`src/hw/dchannel_link_pkg.sv`:
```
package dchannel_link_pkg;

  // Indirect register addresses
  localparam logic [7:0] ADDR_LINK_MODE_ONE       = 8'h86;
  localparam logic [7:0] ADDR_ERROR_IRQ_ENABLE    = 8'h87;
  localparam logic [7:0] ADDR_RANDOM_VALUE_LOW    = 8'h8A;
  localparam logic [7:0] ADDR_RANDOM_VALUE_HIGH   = 8'h8B;
  localparam logic [7:0] ADDR_STATUS_IRQ_ENABLE   = 8'h8E;
  localparam logic [7:0] ADDR_THRESHOLD_FRAMING   = 8'h8F;
  localparam logic [7:0] ADDR_ADDRESS_MATCH_STAT  = 8'h91;
  localparam logic [7:0] ADDR_TRANSMIT_FIFO_PORT  = 8'h92;
  localparam logic [7:0] ADDR_RECEIVE_FIFO_PORT   = 8'h93;

  // Reset values and random generator taps
  localparam logic [7:0] RST_LINK_MODE_ONE        = 8'h00;
  localparam logic [7:0] RST_ERROR_IRQ_ENABLE     = 8'h00;
  localparam logic [7:0] RST_STATUS_IRQ_ENABLE    = 8'h03;
  localparam logic [7:0] RST_THRESHOLD_FRAMING    = 8'h00;
  localparam logic [15:0] RST_RANDOM_SEED         = 16'hACE1;
  localparam logic [15:0] RANDOM_TAPS             = 16'hB400;

  // link_mode_one fields
  localparam int LM1_TX_THRESH_IRQ = 0;
  localparam int LM1_RX_THRESH_IRQ = 1;
  localparam int LM1_TX_ADDR_EN    = 2;
  localparam int LM1_END_RX_IRQ    = 3;
  localparam int LM1_PAIR_EN_LSB   = 4;

  // status_irq_enable fields
  localparam int SIE_VALID_ADDR    = 0;
  localparam int SIE_END_TX_PKT    = 1;
  localparam int SIE_LAST_RX_BYTE  = 2;
  localparam int SIE_RX_BYTE_AVAIL = 3;
  localparam int SIE_LAST_BYTE_TX  = 4;
  localparam int SIE_TX_BUF_AVAIL  = 5;
  localparam int SIE_RX_PKT_LOST   = 6;
  localparam int SIE_FCS_TO_FIFO   = 7;

  // threshold_and_framing_mode fields
  localparam int TFM_RX_THRESH_LSB = 0;
  localparam int TFM_TX_THRESH_LSB = 2;
  localparam int TFM_FLAG_IDLE     = 4;
  localparam int TFM_SINGLE_BYTE   = 5;
  localparam int TFM_CR_COMPARE    = 6;
  localparam int TFM_SECOND_ONLY   = 7;
  localparam int CR_BIT            = 1;

  // Threshold tables in bytes, indexed by code
  localparam logic [4:0] RX_THRESH_NORMAL [4] = '{5'h01, 5'h02, 5'h04, 5'h08};
  localparam logic [4:0] RX_THRESH_EXT    [4] = '{5'h01, 5'h10, 5'h18, 5'h1E};
  localparam logic [4:0] TX_THRESH_NORMAL [4] = '{5'h01, 5'h02, 5'h04, 5'h08};
  localparam logic [4:0] TX_THRESH_EXT    [4] = '{5'h01, 5'h06, 5'h0A, 5'h0E};

  localparam int PAIR_COUNT   = 4;
  localparam int MATCH_DEPTH  = 2;
  localparam int FIFO_DEPTH   = 4;

  typedef struct packed {
    logic [7:0] first_byte;
    logic [7:0] second_byte;
  } addr_pair_type;

  typedef struct packed {
    logic       tx_threshold;
    logic       rx_threshold;
    logic       valid_address;
    logic       end_rx_packet;
    logic       end_tx_packet;
    logic       last_rx_byte;
    logic       rx_byte_avail;
    logic       last_byte_tx;
    logic       tx_buf_avail;
    logic       rx_packet_lost;
    logic [7:0] link_error_flags;
  } irq_sources_type;

endpackage

```
`src/hw/dchannel_link_mode_registers.sv`:
```
// Operation
// - link_mode_one bit 0 gates transmit-threshold interrupt; default off.
// - link_mode_one bit 1 gates receive-threshold interrupt; default off.
// - link_mode_one bit 2 selects transmit address value for outgoing packets.
// - link_mode_one bit 3 enables end-of-receive-packet interrupt; default off.
// - link_mode_one bits 4 to 7 enable comparator pairs 1 to 4.
// - Mode registers are host-only and never raise an interrupt themselves.
// - error_irq_enable bit n gates link error flag n; all off by default.
// - status_irq_enable bits 0,1 enable address and end-of-transmit interrupts; default 1.
// - status_irq_enable bits 2 to 6 enable five status interrupts; default 0.
// - status_irq_enable bit 7 passes received FCS bytes into receive FIFO.
// - Bits 1:0 pick receive threshold 1/2/4/8 or extended 1/16/24/30.
// - Bits 3:2 pick transmit threshold 1/2/4/8 or extended 1/6/10/14.
// - Bit 4 selects interframe fill: 0 mark idle, 1 flag idle.
// - Bit 5 selects two-byte match or single byte chosen by bit 7.
// - Bit 6 includes first-byte command/response bit in matching.
// - address_match_status bits 0-3 report matching pairs; upper bits zero.
// - Random registers seed the generator on write, return its value on read.
// - Write-only port fills transmit FIFO; read-only port drains receive FIFO.
// - Enabled pairs compare stored bytes with incoming address; disabled ignored.
// - address_match_status holds results for two outstanding packets.

module byte_fifo #(
  parameter int WIDTH = 8,
  parameter int DEPTH = 4
) (
  input  wire logic             i_clk,
  input  wire logic             i_arst_n,
  // Fill side
  input  wire logic             i_in_valid,
  input  wire logic [WIDTH-1:0] i_in_data,
  output logic                  o_in_ready,
  // Drain side
  output logic                  o_out_valid,
  output logic [WIDTH-1:0]      o_out_data,
  input  wire logic             i_out_ready
);
  localparam int CW = $clog2(DEPTH + 1);
  localparam logic [CW-1:0] DEPTH_C = CW'(DEPTH);

  // Shift-register storage keeps the head in a flop for the drain side
  logic [WIDTH-1:0] mem_reg [DEPTH];
  logic [CW-1:0]    count_reg;
  logic [CW-1:0]    count_next;
  logic             push;
  logic             pop;

  initial begin
    if (DEPTH < 2 || WIDTH < 1) $error("byte_fifo: unsupported size");
  end

  assign push = i_in_valid && o_in_ready;
  assign pop  = o_out_valid && i_out_ready;

  always_comb begin
    count_next = count_reg;
    if (push && !pop) begin
      count_next = count_reg + CW'(1);
    end else if (pop && !push) begin
      count_next = count_reg - CW'(1);
    end
  end

  always_ff @(posedge i_clk or negedge i_arst_n) begin
    if (!i_arst_n) begin
      count_reg   <= '0;
      o_out_valid <= 1'b0;
      o_in_ready  <= 1'b1;
    end else begin
      count_reg   <= count_next;
      o_out_valid <= (count_next != '0);
      o_in_ready  <= (count_next != DEPTH_C);
    end
  end

  always_ff @(posedge i_clk or negedge i_arst_n) begin
    if (!i_arst_n) begin
      for (int i = 0; i < DEPTH; i++) begin
        mem_reg[i] <= '0;
      end
    end else begin
      for (int i = 0; i < DEPTH; i++) begin
        if (pop) begin
          if (push && (CW'(i) == count_reg - CW'(1))) begin
            mem_reg[i] <= i_in_data;
          end else if (i < DEPTH - 1) begin
            mem_reg[i] <= mem_reg[i+1];
          end
        end else if (push && (CW'(i) == count_reg)) begin
          mem_reg[i] <= i_in_data;
        end
      end
    end
  end

  assign o_out_data = mem_reg[0];
endmodule

module dchannel_link_mode_registers #(
  parameter int FIFO_WIDTH = 8,
  parameter int FIFO_DEPTH = dchannel_link_pkg::FIFO_DEPTH
) (
  // Clock and reset
  input  wire logic                              i_clk,
  input  wire logic                              i_arst_n,
  // Indirect register access
  input  wire logic [7:0]                        i_reg_addr,
  input  wire logic                              i_reg_wr,
  input  wire logic                              i_reg_rd,
  input  wire logic [7:0]                        i_reg_wdata,
  output logic [7:0]                             o_reg_rdata,
  output logic                                   o_reg_rdata_valid,
  // Device conditions
  input  wire logic                              i_extended_fifo,
  input  wire logic                              i_idle_mode,
  input  wire dchannel_link_pkg::irq_sources_type i_irq_sources,
  output logic                                   o_irq,
  // Address comparators
  input  wire dchannel_link_pkg::addr_pair_type  i_pair_values [dchannel_link_pkg::PAIR_COUNT],
  input  wire logic                              i_rx_addr_valid,
  input  wire logic [7:0]                        i_rx_addr_first,
  input  wire logic [7:0]                        i_rx_addr_second,
  output logic                                   o_addr_match,
  // Framing controls
  output logic                                   o_use_tx_address,
  output logic                                   o_flag_idle,
  output logic [4:0]                             o_rx_threshold,
  output logic [4:0]                             o_tx_threshold,
  // Transmit byte stream toward the framer
  output logic                                   o_tx_valid,
  output logic [FIFO_WIDTH-1:0]                  o_tx_data,
  input  wire logic                              i_tx_ready,
  output logic                                   o_tx_port_ready,
  // Receive byte stream from the framer
  input  wire logic                              i_rx_valid,
  input  wire logic [FIFO_WIDTH-1:0]             i_rx_data,
  input  wire logic                              i_rx_is_fcs,
  output logic                                   o_rx_ready
);

  initial begin
    if (FIFO_WIDTH != 8) $error("dchannel_link_mode_registers: ports are one byte wide");
    if (FIFO_DEPTH < 2) $error("dchannel_link_mode_registers: fifo too shallow");
  end

  logic [7:0]  link_mode_one_reg;
  logic [7:0]  error_irq_enable_reg;
  logic [7:0]  status_irq_enable_reg;
  logic [7:0]  threshold_and_framing_mode_reg;
  logic [15:0] random_reg;
  logic [3:0]  match_fifo_reg [dchannel_link_pkg::MATCH_DEPTH];
  logic [1:0]  match_count_reg;

  logic        wr_hit_lm1, wr_hit_err, wr_hit_stat, wr_hit_tfm, wr_hit_rlo;
  logic        wr_hit_rhi, wr_hit_tx, rd_hit_asr, rd_hit_rx;

  function automatic logic hit(input logic [7:0] addr, input logic [7:0] target);
    return addr == target;
  endfunction

  function automatic logic [4:0] threshold_bytes(input logic [1:0] code, input logic ext,
                                                 input logic is_rx);
    if (is_rx) begin
      return ext ? dchannel_link_pkg::RX_THRESH_EXT[code] : dchannel_link_pkg::RX_THRESH_NORMAL[code];
    end
    return ext ? dchannel_link_pkg::TX_THRESH_EXT[code] : dchannel_link_pkg::TX_THRESH_NORMAL[code];
  endfunction

  assign wr_hit_lm1  = i_reg_wr && hit(i_reg_addr, dchannel_link_pkg::ADDR_LINK_MODE_ONE);
  assign wr_hit_err  = i_reg_wr && hit(i_reg_addr, dchannel_link_pkg::ADDR_ERROR_IRQ_ENABLE);
  assign wr_hit_stat = i_reg_wr && hit(i_reg_addr, dchannel_link_pkg::ADDR_STATUS_IRQ_ENABLE);
  assign wr_hit_tfm  = i_reg_wr && hit(i_reg_addr, dchannel_link_pkg::ADDR_THRESHOLD_FRAMING);
  assign wr_hit_rlo  = i_reg_wr && hit(i_reg_addr, dchannel_link_pkg::ADDR_RANDOM_VALUE_LOW);
  assign wr_hit_rhi  = i_reg_wr && hit(i_reg_addr, dchannel_link_pkg::ADDR_RANDOM_VALUE_HIGH);
  assign wr_hit_tx   = i_reg_wr && hit(i_reg_addr, dchannel_link_pkg::ADDR_TRANSMIT_FIFO_PORT);
  assign rd_hit_asr  = i_reg_rd && hit(i_reg_addr, dchannel_link_pkg::ADDR_ADDRESS_MATCH_STAT);
  assign rd_hit_rx   = i_reg_rd && hit(i_reg_addr, dchannel_link_pkg::ADDR_RECEIVE_FIFO_PORT);

  // Mode registers: host writes only, no interrupt source of their own
  always_ff @(posedge i_clk or negedge i_arst_n) begin
    if (!i_arst_n) begin
      link_mode_one_reg     <= dchannel_link_pkg::RST_LINK_MODE_ONE;
      error_irq_enable_reg  <= dchannel_link_pkg::RST_ERROR_IRQ_ENABLE;
      status_irq_enable_reg <= dchannel_link_pkg::RST_STATUS_IRQ_ENABLE;
    end else begin
      if (wr_hit_lm1) link_mode_one_reg <= i_reg_wdata;
      if (wr_hit_err) error_irq_enable_reg <= i_reg_wdata;
      if (wr_hit_stat) status_irq_enable_reg <= i_reg_wdata;
    end
  end

  // Threshold codes are taken only in idle so the framer never sees a mid-packet change
  always_ff @(posedge i_clk or negedge i_arst_n) begin
    if (!i_arst_n) begin
      threshold_and_framing_mode_reg <= dchannel_link_pkg::RST_THRESHOLD_FRAMING;
    end else if (wr_hit_tfm) begin
      threshold_and_framing_mode_reg[7:4] <= i_reg_wdata[7:4];
      if (i_idle_mode) begin
        threshold_and_framing_mode_reg[3:0] <= i_reg_wdata[3:0];
      end
    end
  end

  // Random generator: free-running LFSR, bytes reseeded by writes
  always_ff @(posedge i_clk or negedge i_arst_n) begin
    if (!i_arst_n) begin
      random_reg <= dchannel_link_pkg::RST_RANDOM_SEED;
    end else if (wr_hit_rlo) begin
      random_reg[7:0] <= i_reg_wdata;
    end else if (wr_hit_rhi) begin
      random_reg[15:8] <= i_reg_wdata;
    end else if (random_reg == '0) begin
      // All-zero is the lock-up state of an XOR LFSR
      random_reg <= dchannel_link_pkg::RST_RANDOM_SEED;
    end else begin
      random_reg <= {1'b0, random_reg[15:1]} ^
                    (random_reg[0] ? dchannel_link_pkg::RANDOM_TAPS : 16'h0000);
    end
  end

  // Address comparison per pair
  logic [3:0] pair_hit;
  logic [7:0] first_mask;

  always_comb begin
    first_mask = 8'hFF;
    if (!threshold_and_framing_mode_reg[dchannel_link_pkg::TFM_CR_COMPARE]) begin
      first_mask[dchannel_link_pkg::CR_BIT] = 1'b0;
    end
    for (int i = 0; i < dchannel_link_pkg::PAIR_COUNT; i++) begin
      logic first_ok;
      logic second_ok;
      first_ok  = ((i_rx_addr_first ^ i_pair_values[i].first_byte) & first_mask) == 8'h00;
      second_ok = i_rx_addr_second == i_pair_values[i].second_byte;
      if (!threshold_and_framing_mode_reg[dchannel_link_pkg::TFM_SINGLE_BYTE]) begin
        pair_hit[i] = first_ok && second_ok;
      end else if (threshold_and_framing_mode_reg[dchannel_link_pkg::TFM_SECOND_ONLY]) begin
        pair_hit[i] = second_ok;
      end else begin
        pair_hit[i] = first_ok;
      end
      pair_hit[i] = pair_hit[i] &&
                    link_mode_one_reg[dchannel_link_pkg::LM1_PAIR_EN_LSB + i];
    end
  end

  // Two-deep match result queue; a push in the pop cycle is kept
  logic match_push;
  logic match_pop;

  assign match_push = i_rx_addr_valid && (pair_hit != 4'h0);
  assign match_pop  = rd_hit_asr && (match_count_reg != 2'd0);

  always_ff @(posedge i_clk or negedge i_arst_n) begin
    if (!i_arst_n) begin
      match_count_reg <= 2'd0;
      for (int i = 0; i < dchannel_link_pkg::MATCH_DEPTH; i++) begin
        match_fifo_reg[i] <= 4'h0;
      end
    end else begin
      if (match_pop) begin
        match_fifo_reg[0] <= (match_push && match_count_reg == 2'd1) ? pair_hit
                                                                      : match_fifo_reg[1];
        match_fifo_reg[1] <= (match_push && match_count_reg == 2'd2) ? pair_hit : 4'h0;
        match_count_reg   <= match_push ? match_count_reg : match_count_reg - 2'd1;
      end else if (match_push && match_count_reg != 2'(dchannel_link_pkg::MATCH_DEPTH)) begin
        match_fifo_reg[match_count_reg[0]] <= pair_hit;
        match_count_reg <= match_count_reg + 2'd1;
      end
    end
  end

  // Transmit FIFO behind the write-only port
  byte_fifo #(
    .WIDTH (FIFO_WIDTH),
    .DEPTH (FIFO_DEPTH)
  ) u_tx_fifo (
    .i_clk       (i_clk),
    .i_arst_n    (i_arst_n),
    .i_in_valid  (wr_hit_tx),
    .i_in_data   (i_reg_wdata),
    .o_in_ready  (o_tx_port_ready),
    .o_out_valid (o_tx_valid),
    .o_out_data  (o_tx_data),
    .i_out_ready (i_tx_ready)
  );

  // Receive FIFO behind the read-only port; FCS bytes dropped unless enabled
  logic       rx_push_valid;
  logic       rx_out_valid;
  logic [7:0] rx_out_data;

  assign rx_push_valid = i_rx_valid &&
                         (!i_rx_is_fcs ||
                          status_irq_enable_reg[dchannel_link_pkg::SIE_FCS_TO_FIFO]);

  byte_fifo #(
    .WIDTH (FIFO_WIDTH),
    .DEPTH (FIFO_DEPTH)
  ) u_rx_fifo (
    .i_clk       (i_clk),
    .i_arst_n    (i_arst_n),
    .i_in_valid  (rx_push_valid),
    .i_in_data   (i_rx_data),
    .o_in_ready  (o_rx_ready),
    .o_out_valid (rx_out_valid),
    .o_out_data  (rx_out_data),
    .i_out_ready (rd_hit_rx)
  );

  // Read data; unmapped and write-only addresses read as zero
  logic [7:0] rdata_next;

  always_comb begin
    rdata_next = 8'h00;
    unique case (i_reg_addr)
      dchannel_link_pkg::ADDR_LINK_MODE_ONE:      rdata_next = link_mode_one_reg;
      dchannel_link_pkg::ADDR_ERROR_IRQ_ENABLE:   rdata_next = error_irq_enable_reg;
      dchannel_link_pkg::ADDR_STATUS_IRQ_ENABLE:  rdata_next = status_irq_enable_reg;
      dchannel_link_pkg::ADDR_THRESHOLD_FRAMING:  rdata_next = threshold_and_framing_mode_reg;
      dchannel_link_pkg::ADDR_RANDOM_VALUE_LOW:   rdata_next = random_reg[7:0];
      dchannel_link_pkg::ADDR_RANDOM_VALUE_HIGH:  rdata_next = random_reg[15:8];
      dchannel_link_pkg::ADDR_ADDRESS_MATCH_STAT: rdata_next = {4'h0, match_fifo_reg[0]};
      dchannel_link_pkg::ADDR_RECEIVE_FIFO_PORT:  rdata_next = rx_out_valid ? rx_out_data : 8'h00;
      default:                                    rdata_next = 8'h00;
    endcase
  end

  always_ff @(posedge i_clk or negedge i_arst_n) begin
    if (!i_arst_n) begin
      o_reg_rdata       <= 8'h00;
      o_reg_rdata_valid <= 1'b0;
    end else begin
      o_reg_rdata_valid <= i_reg_rd;
      if (i_reg_rd) begin
        o_reg_rdata <= rdata_next;
      end
    end
  end

  // Interrupt gating: only the status conditions themselves raise the line
  logic gated_any;

  always_comb begin
    gated_any = 1'b0;
    gated_any |= i_irq_sources.tx_threshold &&
                 link_mode_one_reg[dchannel_link_pkg::LM1_TX_THRESH_IRQ];
    gated_any |= i_irq_sources.rx_threshold &&
                 link_mode_one_reg[dchannel_link_pkg::LM1_RX_THRESH_IRQ];
    gated_any |= i_irq_sources.end_rx_packet &&
                 link_mode_one_reg[dchannel_link_pkg::LM1_END_RX_IRQ];
    gated_any |= |(i_irq_sources.link_error_flags & error_irq_enable_reg);
    gated_any |= i_irq_sources.valid_address &&
                 status_irq_enable_reg[dchannel_link_pkg::SIE_VALID_ADDR];
    gated_any |= i_irq_sources.end_tx_packet &&
                 status_irq_enable_reg[dchannel_link_pkg::SIE_END_TX_PKT];
    gated_any |= i_irq_sources.last_rx_byte &&
                 status_irq_enable_reg[dchannel_link_pkg::SIE_LAST_RX_BYTE];
    gated_any |= i_irq_sources.rx_byte_avail &&
                 status_irq_enable_reg[dchannel_link_pkg::SIE_RX_BYTE_AVAIL];
    gated_any |= i_irq_sources.last_byte_tx &&
                 status_irq_enable_reg[dchannel_link_pkg::SIE_LAST_BYTE_TX];
    gated_any |= i_irq_sources.tx_buf_avail &&
                 status_irq_enable_reg[dchannel_link_pkg::SIE_TX_BUF_AVAIL];
    gated_any |= i_irq_sources.rx_packet_lost &&
                 status_irq_enable_reg[dchannel_link_pkg::SIE_RX_PKT_LOST];
  end

  // Framing controls and status outputs, all registered
  always_ff @(posedge i_clk or negedge i_arst_n) begin
    if (!i_arst_n) begin
      o_irq            <= 1'b0;
      o_addr_match     <= 1'b0;
      o_use_tx_address <= 1'b0;
      o_flag_idle      <= 1'b0;
      o_rx_threshold   <= dchannel_link_pkg::RX_THRESH_NORMAL[0];
      o_tx_threshold   <= dchannel_link_pkg::TX_THRESH_NORMAL[0];
    end else begin
      o_irq            <= gated_any;
      o_addr_match     <= i_rx_addr_valid && (pair_hit != 4'h0);
      o_use_tx_address <= link_mode_one_reg[dchannel_link_pkg::LM1_TX_ADDR_EN];
      o_flag_idle      <= threshold_and_framing_mode_reg[dchannel_link_pkg::TFM_FLAG_IDLE];
      o_rx_threshold   <= threshold_bytes(
                            threshold_and_framing_mode_reg[dchannel_link_pkg::TFM_RX_THRESH_LSB +: 2],
                            i_extended_fifo, 1'b1);
      o_tx_threshold   <= threshold_bytes(
                            threshold_and_framing_mode_reg[dchannel_link_pkg::TFM_TX_THRESH_LSB +: 2],
                            i_extended_fifo, 1'b0);
    end
  end

endmodule

```
`config.mk`:
```
export PLATFORM = sky130hd
export DESIGN_NAME = dchannel_link_mode_registers
export DESIGN_NICKNAME = d
export VERILOG_FILES = /design/src/hw/dchannel_link_pkg.sv /design/src/hw/dchannel_link_mode_registers.sv
export SDC_FILE = /design/constraint.sdc
export NUM_CORES = 1
export LEC_CHECK = 0
export BUFFER_PORTS_ARGS = -buffer_cell sky130_fd_sc_hd__buf_4
export CAP_MARGIN = 20
export CORE_UTILIZATION = 50
export CTS_BUF_LIST = sky130_fd_sc_hd__clkbuf_16
export DETAILED_ROUTE_END_ITERATION = 8
export GPL_ROUTABILITY_DRIVEN = 0
export PLACE_DENSITY = 0.86
export SETUP_SLACK_MARGIN = 0.15
export SYNTH_ARGS = -nofsm -noshare
export SYNTH_HDL_FRONTEND = slang
export SYNTH_SLANG_ARGS = --single-unit
```
`constraint.sdc`:
```
create_clock -name i_clk -period 2.2 [get_ports i_clk]
set_input_delay 0.44 -clock i_clk [delete_from_list [all_inputs] [get_ports i_clk]]
set_output_delay 0.44 -clock i_clk [all_outputs]
set_load 0.02 [all_outputs]
```
==> impl_results.md <==
- Register area share after synthesis: 45.3%
- I/O pins: 166
- Buf/Inv on CP: 3
- CP endpoint kind: flop
- TritonCTS Buffers: 17
- Antenna violations before repair: 0
- Largest net degree at the start of global routing: 46
- Compound-Gate Fraction of Synth Area: 14.5%
- Setup ws final: -0.0954 ns
- Worst Path Arrival: 2.58 ns
- Ys flop type: dfrtp_1
- Share of cells above drive strength 1: 37.9%
- Vias in the first global route: 7869
- Synth Warn #: 0
- Global-route wire length before repair: 40.0 mm
- Dpl hpwl: 18.1 mm
- Headroom to the max-slew limit: 59.6%
- Crit-path leading delay family: compound AO/OA/AOI/OAI gates
- Post-route ant nets: 0
- Failing checks: negative setup slack
- Final design area excluding fillers: 11800 um2
- Horiz. Die Dim: 133 um
- # diodes: 0
- Adder-Cell Fraction of Synth Area: 2.96%
- Sum of negative setup slack: -0.292 ns
- H-tree depth: 4
- Die height: 133 um
- Die area: 17600 um2
- Flops & latches, synth: 154
- Mapped cell area: 8540 um2
- Most frequent cells in the layout: buf_4 (241), nand2_1 (148), dfrtp_1 (136)
- Placed inst area: 10700 um2
- Most common cell after layout, fill and taps aside: buf_4
- Syn Area/Cell: 9.89 um2
- Port bufs: 164
- Clk buf depth: 2
- Drt wl/cell: 19.4 um
- Slowest cell on the critical path: or4_4
- Starting Density: 51.3%
- WHS: 0.149 ns
- Cells after synthesis: 863
- Worst-path fanout max: 4
- Async set or reset register ratio after synthesis: 100%
- Fin. max-slew vios: 0
- Sink Count: 154
- DRT iter0 DRCs: 792
- Rows: 47
- Fin crit share: 104%
- PD cells: 865 nW/um2
- DRC Markers: 0
- Routed Wire Length: 25.9 mm
- Post-synth EDFFs: 0
- Crit path required time: 2.49 ns
- Nets@finish: 1250
- Hold Crit Class: input port to flop
- Tot GR Track Use: 29.3%
- Syn_nets: 1012
- Synth-to-layout area growth: 38.0%
- Crit-path max cell delay: 0.57 ns
- Fmax: 436 MHz
- Mux contribution to synthesized area: 9.63%
- Setup CP Type: input port to flop
- Pre-antenna DRT Iters: 9
- Critical path's most frequent cell: buf_4
- Worst Tran Pin Value: 0.606 ns
- Crit path cell chain: buf_4, buf_6, xor2_2, nor4_4, nand2_1, buf_4, o221ai_2, or4_4, a22o_4, a222oi_1, a21oi_1
- Clock slew at reported path FFs: 0.06 ns
- Xor/xnor cell area share of the yosys netlist: 8.00%
- Core ar.: 16600 um2
- LEAKAGE: 5.49 nW
- Simple-gate portion of the synthesized area: 15.7%
- Final hold vios: 0
- Min Tclk post-route: 2.30 ns
- Unrepaired setup endpoints after global routing: true
- Largest family of logic cells by synthesized area: simple AND/OR/NAND/NOR gates
- Root Buffer: clkbuf_16
- Final setup vio count: 6
- Vias per Instance: 5.94
- CTS tree: built
- Total global routing overflow: 0
- Worst skew pair latency: 0.43 ns
- Max Clock Skew: 0.00720 ns
- Netlist cell types: 65
- Outcome: finished, violations left
- MaxCap Viol Count: 0
- Vias: 7925
- Maximum VDD drop: 767 uV
- Critical Path Source Type: input port
## worst register-to-register path, stage by stage, from the launching register on
cell,delay [ns]
dfrtp_1,0.42
nand2b_4,0.14
nor2_2,0.06
nand4_1,0.08
o221ai_2,0.10
or4_4,0.57
a22o_4,0.25
a222oi_1,0.41
a21oi_1,0.09
## per-layer routing
metal  GRT usage [%]  routed length, um
met1            35.9              10000
met3            7.01               2090
met5               0                  0
met2            49.3              12700
met4            13.0               1080
## metrics by stage
step | util (%) | setup WS, ns | total power [mW] | cells
2_1_floorplan | - | 0.00397 | 5.89 | 863
3_3_place_gp | 64.3 | -0.474 | 6.76 | 1286
3_5_place_dp | 64.3 | -0.540 | 6.94 | 1286
4_1_cts | 69.1 | 0.0450 | 10.0 | 1325
5_1_grt | 70.8 | -0.174 | 10.7 | 1334
6_report | 70.8 | -0.0954 | 10.2 | 1334
## power by group
part / switching (mW) / internal [mW] / total, mW
logic: 1.46 / 1.37 / 2.83
registers: 0.685 / 3.64 / 4.32
clock network: 1.16 / 1.88 / 3.04
total: 3.31 / 6.88 / 10.2
## Yosys cell counts, drive strengths merged (4+ instances only)
library cell  instances  area (um2)
a21oi                27         146
nand2               153         574
a22o                 11        96.3
o221ai                5        43.8
nand4                11        75.1
maj3                  4        40.0
or3                   6        37.5
a22oi                38         285
nor3                 11        55.1
o22ai                10        62.6
xnor2                12         105
o21ai                49         268
nand3                16        80.1
dfrtp               140        3500
clkbuf               20        85.1
nor2b                 5        31.3
o2bb2ai               4        35.0
and2                  9        56.3
ha                   17         213
nor4                 21         144
nor2                 38         148
a222oi                9        90.1
buf                  21         124
dfstp                14         368
a211oi                4        35.0
xor2                 66         578
inv                  31         116
mux2i                27         270
mux2                 49         552
## cells by family after synthesis
family	after synthesis
compound gates	175
xor+xnor	78
fa+ha+maj	21
buf+inv	72
flops	154
mux	76
other cells	1
simple gates	286
## worst paths after layout
path / from / end / slack, ns / depth (start not counted)
worst max-delay path: i_rx_addr_second[0] / match_fifo_reg[4] / -0.1 / 11
worst min-delay path: i_reg_rd / o_reg_rdata_valid / 0.15 / 1
worst max register to register: threshold_and_framing_mode_reg[5] / match_fifo_reg[4] / -0.07 / 8
worst min register to register: threshold_and_framing_mode_reg[4] / o_flag_idle / 0.41 / 0
max in group asynchronous: i_arst_n / u_tx_fifo.o_in_ready / 0.95 / 3
min in group asynchronous: i_arst_n / u_tx_fifo.o_out_data[4] / 0.51 / 2
## timing repair
item	in CTS	in global routing
pin swaps	17	15
resized for setup	27	40
setup endpoints to repair	24	49
buffers inserted	6	9
hold buffers	1	0
hold endpoints to repair	36	0
## cell type report
cell class | instances | area (um2)
Tap cell | 220 | 275
Clock buffer | 17 | 425
Inverter | 31 | 116
Clock inverter | 15 | 181
Sequential cell | 154 | 3880
Fill cell | 1107 | 4860
Multi-Input combinational cell | 637 | 4840
Timing Repair Buffer | 260 | 2070
No activity file was read; power rests on OpenSTA's default activity.
